<file path="src/pdr_pkg.sv">
package pdr_pkg;

  // ==========================================================================
  // Register map as word indexes; the bus byte address is four times the index.
  localparam int unsigned PDR_ADDR_W = 16;
  localparam logic [15:0] PDR_OFF_PORT0 = 16'hFF20;
  localparam logic [15:0] PDR_OFF_PORT2 = 16'hFF22;
  localparam logic [15:0] PDR_OFF_PORT3 = 16'hFF23;
  localparam logic [15:0] PDR_OFF_PORT6 = 16'hFF26;
  localparam logic [15:0] PDR_OFF_PORT7 = 16'hFF27;
  localparam logic [15:0] PDR_OFF_DATA_BASE = 16'hFF00;
  localparam logic [7:0] PDR_DIR_RESET = 8'hFF;
  localparam logic [7:0] PDR_DATA_RESET = 8'h00;

  // ==========================================================================
  // Implemented direction bits per port on the largest variant.
  localparam logic [7:0] PDR_IMPL_PORT0 = 8'h07;
  localparam logic [7:0] PDR_IMPL_PORT2 = 8'hFF;
  localparam logic [7:0] PDR_IMPL_PORT3 = 8'hFF;
  localparam logic [7:0] PDR_IMPL_PORT6 = 8'h03;
  localparam logic [7:0] PDR_IMPL_PORT7 = 8'h01;

  localparam int unsigned PDR_NPORT = 5;
  localparam logic [1:0] PDR_RESP_OKAY = 2'b00;
  localparam logic [1:0] PDR_RESP_SLVERR = 2'b10;

  typedef enum logic [2:0] {
    PDR_P0,
    PDR_P2,
    PDR_P3,
    PDR_P6,
    PDR_P7
  } pdr_port_t;

  typedef struct packed {
    logic [7:0] port0;
    logic [7:0] port2;
    logic [7:0] port3;
    logic [7:0] port6;
    logic [7:0] port7;
  } pdr_ports_t;

  typedef struct packed {
    logic awready;
    logic wready;
    logic bvalid;
    logic [1:0] bresp;
    logic arready;
    logic rvalid;
    logic [31:0] rdata;
    logic [1:0] rresp;
  } pdr_axi_out_t;

endpackage : pdr_pkg

</file>
<file path="src/pdr_sync.sv">
`timescale 1ns/1ps
module pdr_sync
  import pdr_pkg::*;
(
  input wire logic clk_sys,
  input wire logic rst_n,
  input wire pdr_pkg::pdr_ports_t padIn,
  output pdr_pkg::pdr_ports_t padSync
);
  typedef struct packed {
    pdr_ports_t meta;
    pdr_ports_t sync;
  } pdr_sync_state_t;

  pdr_sync_state_t s_q;
  pdr_sync_state_t s_d;

  always_comb begin
    s_d.meta = padIn;
    s_d.sync = s_q.meta;
  end

  always_ff @(posedge clk_sys or negedge rst_n) begin
    if (!rst_n) begin
      s_q <= '0;
    end else begin
      s_q <= s_d;
    end
  end

  assign padSync = s_q.sync;

endmodule : pdr_sync

</file>
<file path="src/pdr_port_direction.sv">
// Summary of operation
// RULE1: One independent direction bit per port pin.
// RULE2: Bit zero drives pin, one makes input.
// RULE3: Reset loads all direction registers with ones.
// RULE4: Byte writes and single-bit writes both supported.
// RULE5: Software keeps analog pins in input mode.
// RULE6: Largest variant: unimplemented bits written as ones.
// RULE7: Smallest variant: listed port 2/3 bits ones.
// RULE8: Middle variant: listed bits written as ones.
// RULE9: 32-pin version: two absent bits written zero.
// RULE10: Data read: pin if input, latch if output.
// RULE11: Enable is inverse of bit; unimplemented read one.
//
// Our own choice: the AXI4-Lite slave port.
`timescale 1ns/1ps
module pdr_port_direction
  import pdr_pkg::*;
(
  input wire logic clk_sys,
  input wire logic rst_n,
  input wire logic [31:0] s_axi_awaddr,
  input wire logic s_axi_awvalid,
  output logic s_axi_awready,
  input wire logic [31:0] s_axi_wdata,
  input wire logic [3:0] s_axi_wstrb,
  input wire logic s_axi_wvalid,
  output logic s_axi_wready,
  output logic [1:0] s_axi_bresp,
  output logic s_axi_bvalid,
  input wire logic s_axi_bready,
  input wire logic [31:0] s_axi_araddr,
  input wire logic s_axi_arvalid,
  output logic s_axi_arready,
  output logic [31:0] s_axi_rdata,
  output logic [1:0] s_axi_rresp,
  output logic s_axi_rvalid,
  input wire logic s_axi_rready,
  input wire pdr_pkg::pdr_ports_t padIn,
  output pdr_pkg::pdr_ports_t padOut,
  output pdr_pkg::pdr_ports_t padOe
);
  import pdr_pkg::*;

  // ==========================================================================
  // State.
  typedef struct packed {
    pdr_ports_t dir;
    pdr_ports_t latch;
    pdr_ports_t oe;
    logic [15:0] awAddr;
    logic awHeld;
    logic [7:0] wByte;
    logic wEn;
    logic wHeld;
    pdr_axi_out_t axi;
  } pdr_state_t;

  pdr_state_t s_q;
  pdr_state_t s_d;
  pdr_ports_t padSync;

  pdr_sync pdr_sync_u (
    .clk_sys(clk_sys),
    .rst_n(rst_n),
    .padIn(padIn),
    .padSync(padSync)
  );

  // ==========================================================================
  // Decode helpers.

  // Direction register index for a register word index; a miss returns valid low.
  function automatic logic dirHit(input logic [15:0] a, output pdr_port_t p);
    p = PDR_P0;
    dirHit = 1'b1;
    case (a)
      PDR_OFF_PORT0: p = PDR_P0;
      PDR_OFF_PORT2: p = PDR_P2;
      PDR_OFF_PORT3: p = PDR_P3;
      PDR_OFF_PORT6: p = PDR_P6;
      PDR_OFF_PORT7: p = PDR_P7;
      default: dirHit = 1'b0;
    endcase
  endfunction : dirHit

  // Port data registers sit at the same low nibble below the direction block.
  function automatic logic dataHit(input logic [15:0] a, output pdr_port_t p);
    logic [15:0] d;
    d = a - PDR_OFF_DATA_BASE + PDR_OFF_PORT0;
    dataHit = dirHit(d, p);
  endfunction : dataHit

  function automatic logic [7:0] implMask(input pdr_port_t p);
    case (p)
      PDR_P0: implMask = PDR_IMPL_PORT0;
      PDR_P2: implMask = PDR_IMPL_PORT2;
      PDR_P3: implMask = PDR_IMPL_PORT3;
      PDR_P6: implMask = PDR_IMPL_PORT6;
      PDR_P7: implMask = PDR_IMPL_PORT7;
      default: implMask = 8'h00;
    endcase
  endfunction : implMask

  function automatic logic [7:0] pick(input pdr_ports_t v, input pdr_port_t p);
    case (p)
      PDR_P0: pick = v.port0;
      PDR_P2: pick = v.port2;
      PDR_P3: pick = v.port3;
      PDR_P6: pick = v.port6;
      PDR_P7: pick = v.port7;
      default: pick = 8'h00;
    endcase
  endfunction : pick

  function automatic pdr_ports_t place(input pdr_ports_t v, input pdr_port_t p,
                                       input logic [7:0] b);
    place = v;
    case (p)
      PDR_P0: place.port0 = b;
      PDR_P2: place.port2 = b;
      PDR_P3: place.port3 = b;
      PDR_P6: place.port6 = b;
      PDR_P7: place.port7 = b;
      default: place = v;
    endcase
  endfunction : place

  // ==========================================================================
  // Next state.
  always_comb begin
    pdr_port_t wp;
    pdr_port_t rp;
    logic wDir;
    logic wDat;
    logic rDir;
    logic rDat;
    logic [15:0] ra;
    logic [7:0] mask;
    logic [7:0] rb;
    wp = PDR_P0;
    rp = PDR_P0;
    wDir = 1'b0;
    wDat = 1'b0;
    rDir = 1'b0;
    rDat = 1'b0;
    ra = s_axi_araddr[17:2];
    mask = 8'h00;
    rb = 8'h00;
    s_d = s_q;
    s_d.axi.awready = 1'b0;
    s_d.axi.wready = 1'b0;
    s_d.axi.arready = 1'b0;

    // Write address and data are taken independently, in either order.
    if (s_axi_awvalid && !s_q.awHeld && !s_q.axi.awready) begin
      s_d.axi.awready = 1'b1;
      s_d.awAddr = s_axi_awaddr[17:2];
      s_d.awHeld = 1'b1;
    end
    if (s_axi_wvalid && !s_q.wHeld && !s_q.axi.wready) begin
      s_d.axi.wready = 1'b1;
      s_d.wByte = s_axi_wdata[7:0];
      s_d.wEn = s_axi_wstrb[0];
      s_d.wHeld = 1'b1;
    end

    // Both halves present and no response pending: commit the write.
    if (s_q.awHeld && s_q.wHeld && !s_q.axi.bvalid) begin
      wDir = dirHit(s_q.awAddr, wp);
      if (!wDir) begin
        wDat = dataHit(s_q.awAddr, wp);
      end
      if (s_q.wEn && wDir) begin
        // A bit write arrives as a whole byte read-modified by the CPU; only
        // changed bits differ, so each pin is still set on its own.
        mask = implMask(wp);
        s_d.dir = place(s_q.dir, wp, (s_q.wByte & mask) | ~mask); // RULE1 RULE4 RULE11
      end
      if (s_q.wEn && wDat) begin
        s_d.latch = place(s_q.latch, wp, s_q.wByte);
      end
      s_d.axi.bvalid = 1'b1;
      s_d.axi.bresp = (wDir || wDat) ? PDR_RESP_OKAY : PDR_RESP_SLVERR;
      s_d.awHeld = 1'b0;
      s_d.wHeld = 1'b0;
    end else if (s_q.axi.bvalid && s_axi_bready) begin
      s_d.axi.bvalid = 1'b0;
    end

    // The read answers on the edge that takes its address, one edge after arready rises, never before.
    if (s_q.axi.rvalid) begin
      if (s_axi_rready) begin
        s_d.axi.rvalid = 1'b0;
      end
    end else if (s_q.axi.arready) begin
      rDir = dirHit(ra, rp);
      if (rDir) begin
        mask = implMask(rp);
        rb = pick(s_q.dir, rp) | ~mask; // RULE11
      end else begin
        rDat = dataHit(ra, rp);
        if (rDat) begin
          // Input pins return the pad level, output pins the latch.
          rb = (pick(padSync, rp) & pick(s_q.dir, rp)) |
               (pick(s_q.latch, rp) & ~pick(s_q.dir, rp)); // RULE10
        end
      end
      s_d.axi.rvalid = 1'b1;
      s_d.axi.rdata = {24'h000000, rb};
      s_d.axi.rresp = (rDir || rDat) ? PDR_RESP_OKAY : PDR_RESP_SLVERR;
    end else if (s_axi_arvalid) begin
      s_d.axi.arready = 1'b1;
    end

    // Output driver on when the direction bit is zero.
    s_d.oe = ~s_d.dir; // RULE2 RULE11
  end

  // ==========================================================================
  // Registers.
  always_ff @(posedge clk_sys or negedge rst_n) begin
    if (!rst_n) begin
      s_q <= '0;
      s_q.dir <= {PDR_NPORT{PDR_DIR_RESET}}; // RULE3
      s_q.latch <= {PDR_NPORT{PDR_DATA_RESET}};
      s_q.oe <= '0;
    end else begin
      s_q <= s_d;
    end
  end

  assign s_axi_awready = s_q.axi.awready;
  assign s_axi_wready = s_q.axi.wready;
  assign s_axi_bvalid = s_q.axi.bvalid;
  assign s_axi_bresp = s_q.axi.bresp;
  assign s_axi_arready = s_q.axi.arready;
  assign s_axi_rvalid = s_q.axi.rvalid;
  assign s_axi_rdata = s_q.axi.rdata;
  assign s_axi_rresp = s_q.axi.rresp;
  assign padOut = s_q.latch;
  assign padOe = s_q.oe;

endmodule : pdr_port_direction

</file>
<file path="config.mk">
export PLATFORM = sky130hd
export DESIGN_NAME = pdr_port_direction
export DESIGN_NICKNAME = d
export VERILOG_FILES = /design/src/pdr_pkg.sv /design/src/pdr_sync.sv /design/src/pdr_port_direction.sv
export SDC_FILE = /design/constraint.sdc
export NUM_CORES = 1
export LEC_CHECK = 0
export BUFFER_PORTS_ARGS = -buffer_cell sky130_fd_sc_hd__buf_4
export CAP_MARGIN = 0
export CORE_ASPECT_RATIO = 0.5
export CORE_MARGIN = 2
export CORE_UTILIZATION = 55
export CTS_BUF_LIST = sky130_fd_sc_hd__clkbuf_4
export DETAILED_ROUTE_END_ITERATION = 8
export PLACE_DENSITY_LB_ADDON = 0.08
export RECOVER_POWER = 100
export SETUP_SLACK_MARGIN = 0.1
export SYNTH_ARGS = -nofsm -noshare
export SYNTH_HDL_FRONTEND = slang
export SYNTH_SLANG_ARGS = --single-unit
</file>
<file path="constraint.sdc">
create_clock -name clk_sys -period 2.9 [get_ports clk_sys]
set_input_delay 0.58 -clock clk_sys [delete_from_list [all_inputs] [get_ports clk_sys]]
set_output_delay 0.58 -clock clk_sys [all_outputs]
set_load 0.1 [all_outputs]
</file>
==> flow_metrics.py <==
metrics = {
    "run_status": {
        "status": "finished, violations left",
        "violations": "max-capacitance violations, max-slew violations",
    },
    "sta": {
        "fmax_ghz": 0.3839,
        "finalSetupTns_ns": 0,
        "rsz0062_at_grt": "no",
        "setup_slack_ns": 0.2950,
        "fin_crit_ns": 2.605,
        "relSlewSlack_pct": -16.30,
        "hold_violations": 0,
        "tightest_slew_ns": 1.745,
        "setup-violations-final": 0,
        "finalMaxSlewViolations": 69,
        "fin_hold_ws_ns": 0.08917,
        "period_share_pct": 89.83,
        "final.setup_skew_ns": 0.04632,
    },
    "clocking": {
        "cts_tree": "done",
        "cts_buffer_depth": 3,
        "cts_buffers": 51,
        "clkSlewWorstSetupHoldPaths_ns": 0.08,
        "clk_latency_ns": 0.66,
        "cts_root_buf": "clkbuf_4",
        "htree_num_levels": 2,
        "cts_resized": 0,
        "cts_sinks": 242,
    },
    "finish": {
        "nets": 1175,
        "layout_common_cells": "dfrtp_1 (202), clkbuf_4 (113), clkbuf_1 (92)",
        "areaGrowthSynthToFinish_pct": 15.14,
        "final_common_cell": "dfrtp_1",
        "antenna_cells": 0,
        "fin_util_pct": 64.94,
        "drive_gt1_share_pct": 30.99,
    },
    "critical_path": {
        "cp.required_ns": 3.49,
        "worstSetupPathType": "flip-flop to flip-flop",
        "arrival_ns": 3.20,
        "worstPathMaxFanout": 4,
        "crit_path_start_kind": "flip-flop",
        "setup.worst_path.end_class": "flip-flop",
    },
    "drt": {
        "drc": 0,
        "antenna_left": 0,
        "drtIter0Drc": 306,
        "wl_um": 24580,
        "vias": 6904,
        "wl_per_cell_um": 18.57,
        "dr.pass1.iters": 5,
        "viasPerCell": 5.215,
    },
    "placed_design": {
        "gp_congestion": 0.8630,
        "placement.io_buffers": 182,
        "dp_slack_ns": 0.1438,
        "dp_hpwl_um": 16960,
    },
    "grt": {
        "antenna_found_initial": 0,
        "met2_usage_pct": 37.68,
        "grt_usage_pct": 25.05,
        "grt_use_met3_pct": 8.025,
        "grt_max_degree": 75,
        "grtUsageMet1_pct": 35.51,
        "grt_pass1_wl_um": 37650,
        "grt_most_used_layer": "met2",
        "overflow": 0,
        "grt_pass1_vias": 6838,
    },
    "synthesis": {
        "synth_edf_count": 0,
        "synth_async_sr_flop_share_pct": 100.0,
        "ys_seq_area_share_pct": 58.44,
        "synth_area_mm2": 0.01045,
        "synth-main-ff-cell": "dfrtp_1",
        "yosysWarnings": 0,
        "ys_seq_elements": 242,
        "postSynthCellCount": 859,
        "syn_avg_cell_area_um2": 12.16,
        "netlist-cell-type-count": 51,
    },
    "floorplanning": {
        "initial_core_util_pct": 56.40,
        "coreArea_mm2": 0.01852,
        "die_w_um": 198.9,
        "die-height_um": 101.5,
        "die_area_mm2": 0.02018,
        "placementRows": 35,
        "io_pins": 268,
    },
    "run": {
        "drv_cap": 1,
    },
    "pwr": {
        "ir_drop_mv": 0.5927,
        "power.density_mw_per_mm2": 654.0,
        "leakagePower_nw": 5.312,
        "total_power_mw": 7.867,
    },
    "worst_hold_path": {
        "hp-class": "input pin to flip-flop",
    },
}
==> cell usage after synthesis (2+ instances only) <==
cell type | number | area [µm²]
dfrtp_1 | 202 | 5055
buf_4 | 118 | 885.9
mux2_2 | 80 | 900.9
mux2i_1 | 62 | 620.6
o21ai_0 | 60 | 300.3
nor2_1 | 48 | 180.2
a21oi_1 | 43 | 215.2
dfstp_2 | 40 | 1051
nand3_1 | 28 | 140.1
inv_1 | 27 | 101.4
clkbuf_1 | 20 | 75.07
nand2_1 | 16 | 60.06
or2_2 | 11 | 68.82
buf_2 | 10 | 50.05
nand2b_1 | 10 | 62.56
a22oi_1 | 7 | 52.55
buf_1 | 7 | 26.28
nor3_1 | 7 | 35.03
a21o_1 | 6 | 45.04
nand2_2 | 5 | 31.28
o211ai_1 | 5 | 37.54
and3_1 | 4 | 25.02
nand4b_1 | 4 | 35.03
nor2b_1 | 3 | 18.77
nor4_4 | 3 | 63.81
o31ai_1 | 3 | 22.52
ha_1 | 2 | 25.02
nor3_4 | 2 | 32.53
nor3b_1 | 2 | 15.01
nor4_1 | 2 | 12.51
xor2_1 | 2 | 17.52
==> where the power goes <==
group	leakage (nW)	internal, mW	switching [mW]
registers	2.77	3.66	0.394
clock network	0.372	1.18	1.29
logic	2.17	0.469	0.874
total	5.31	5.30	2.56
==> path summary, 6_finish.rpt <==
check / start / endpoint / slack [ns] / cells past startpoint
worst max-delay path: s_q[61]$_DFFE_PN0P_ / padOe[9]$_DFF_PN0_ / 0.29 / 6
worst min-delay path: padIn[35] / pdr_sync_u.s_d[35]$_DFF_PN0_ / 0.09 / 1
worst max register to register: s_q[61]$_DFFE_PN0P_ / padOe[9]$_DFF_PN0_ / 0.29 / 6
worst min register to register: pdr_sync_u.s_d[26]$_DFF_PN0_ / pdr_sync_u.padSync[26]$_DFF_PN0_ / 0.33 / 0
max in group asynchronous: rst_n / s_q[64]$_DFFE_PN0P_ / 0.55 / 3
min in group asynchronous: rst_n / s_q[66]$_DFFE_PN0P_ / 0.91 / 2
==> layout make-up <==
type / instances / area, µm²
fillers: 1552 / 6495
flip-flops and latches: 242 / 6106
multi-input cells: 460 / 3273
repair buffers: 244 / 1595
clock buffers: 74 / 555.5
well taps: 259 / 324.1
inverters: 27 / 101.3
clock inverters: 18 / 73.82
==> worst max-delay path, cell delays in order, from the launching register on <==
cell     delay (ns)
dfrtp_1        0.39
nand2_1        0.14
nor4_4         0.44
nand4_1        0.51
nor3_4         0.56
mux2_2         0.43
inv_1          0.06
==> routing by layer <==
layer	share of wire, %	wire (µm)
met5	0	0
met2	45	11120
met3	7.6	1860
met1	46	11260
met4	1.4	350
==> logic make-up after synthesis <==
| logic type | after synthesis | synth area share (%) |
|---|---|---|
| XOR/XNOR | 3 | 0.2515 |
| flip-flops | 242 | 58.44 |
| buffers and inverters | 182 | 10.90 |
| other | 1 | 0.03589 |
| AND/OR/NAND/NOR | 157 | 8.587 |
| adder cells (fa/ha/maj) | 2 | 0.2395 |
| AO/OA/AOI/OAI | 129 | 6.874 |
| multiplexers | 143 | 14.67 |
==> stage by stage <==
stage | cells | area (µm²)
5_1_grt | 1324 | 12030
6_report | 1324 | 12030
3_3_place_gp | 1195 | 11450
3_5_place_dp | 1195 | 11450
4_1_cts | 1318 | 12390
2_1_floorplan | 884 | 10540
==> repair_timing <==
action | CTS | global route
setup buffers | 0 | 0
hold buffers | 31 | 6
hold endpoints to repair | 90 | 6
No activity file was read; power rests on OpenSTA's default activity.
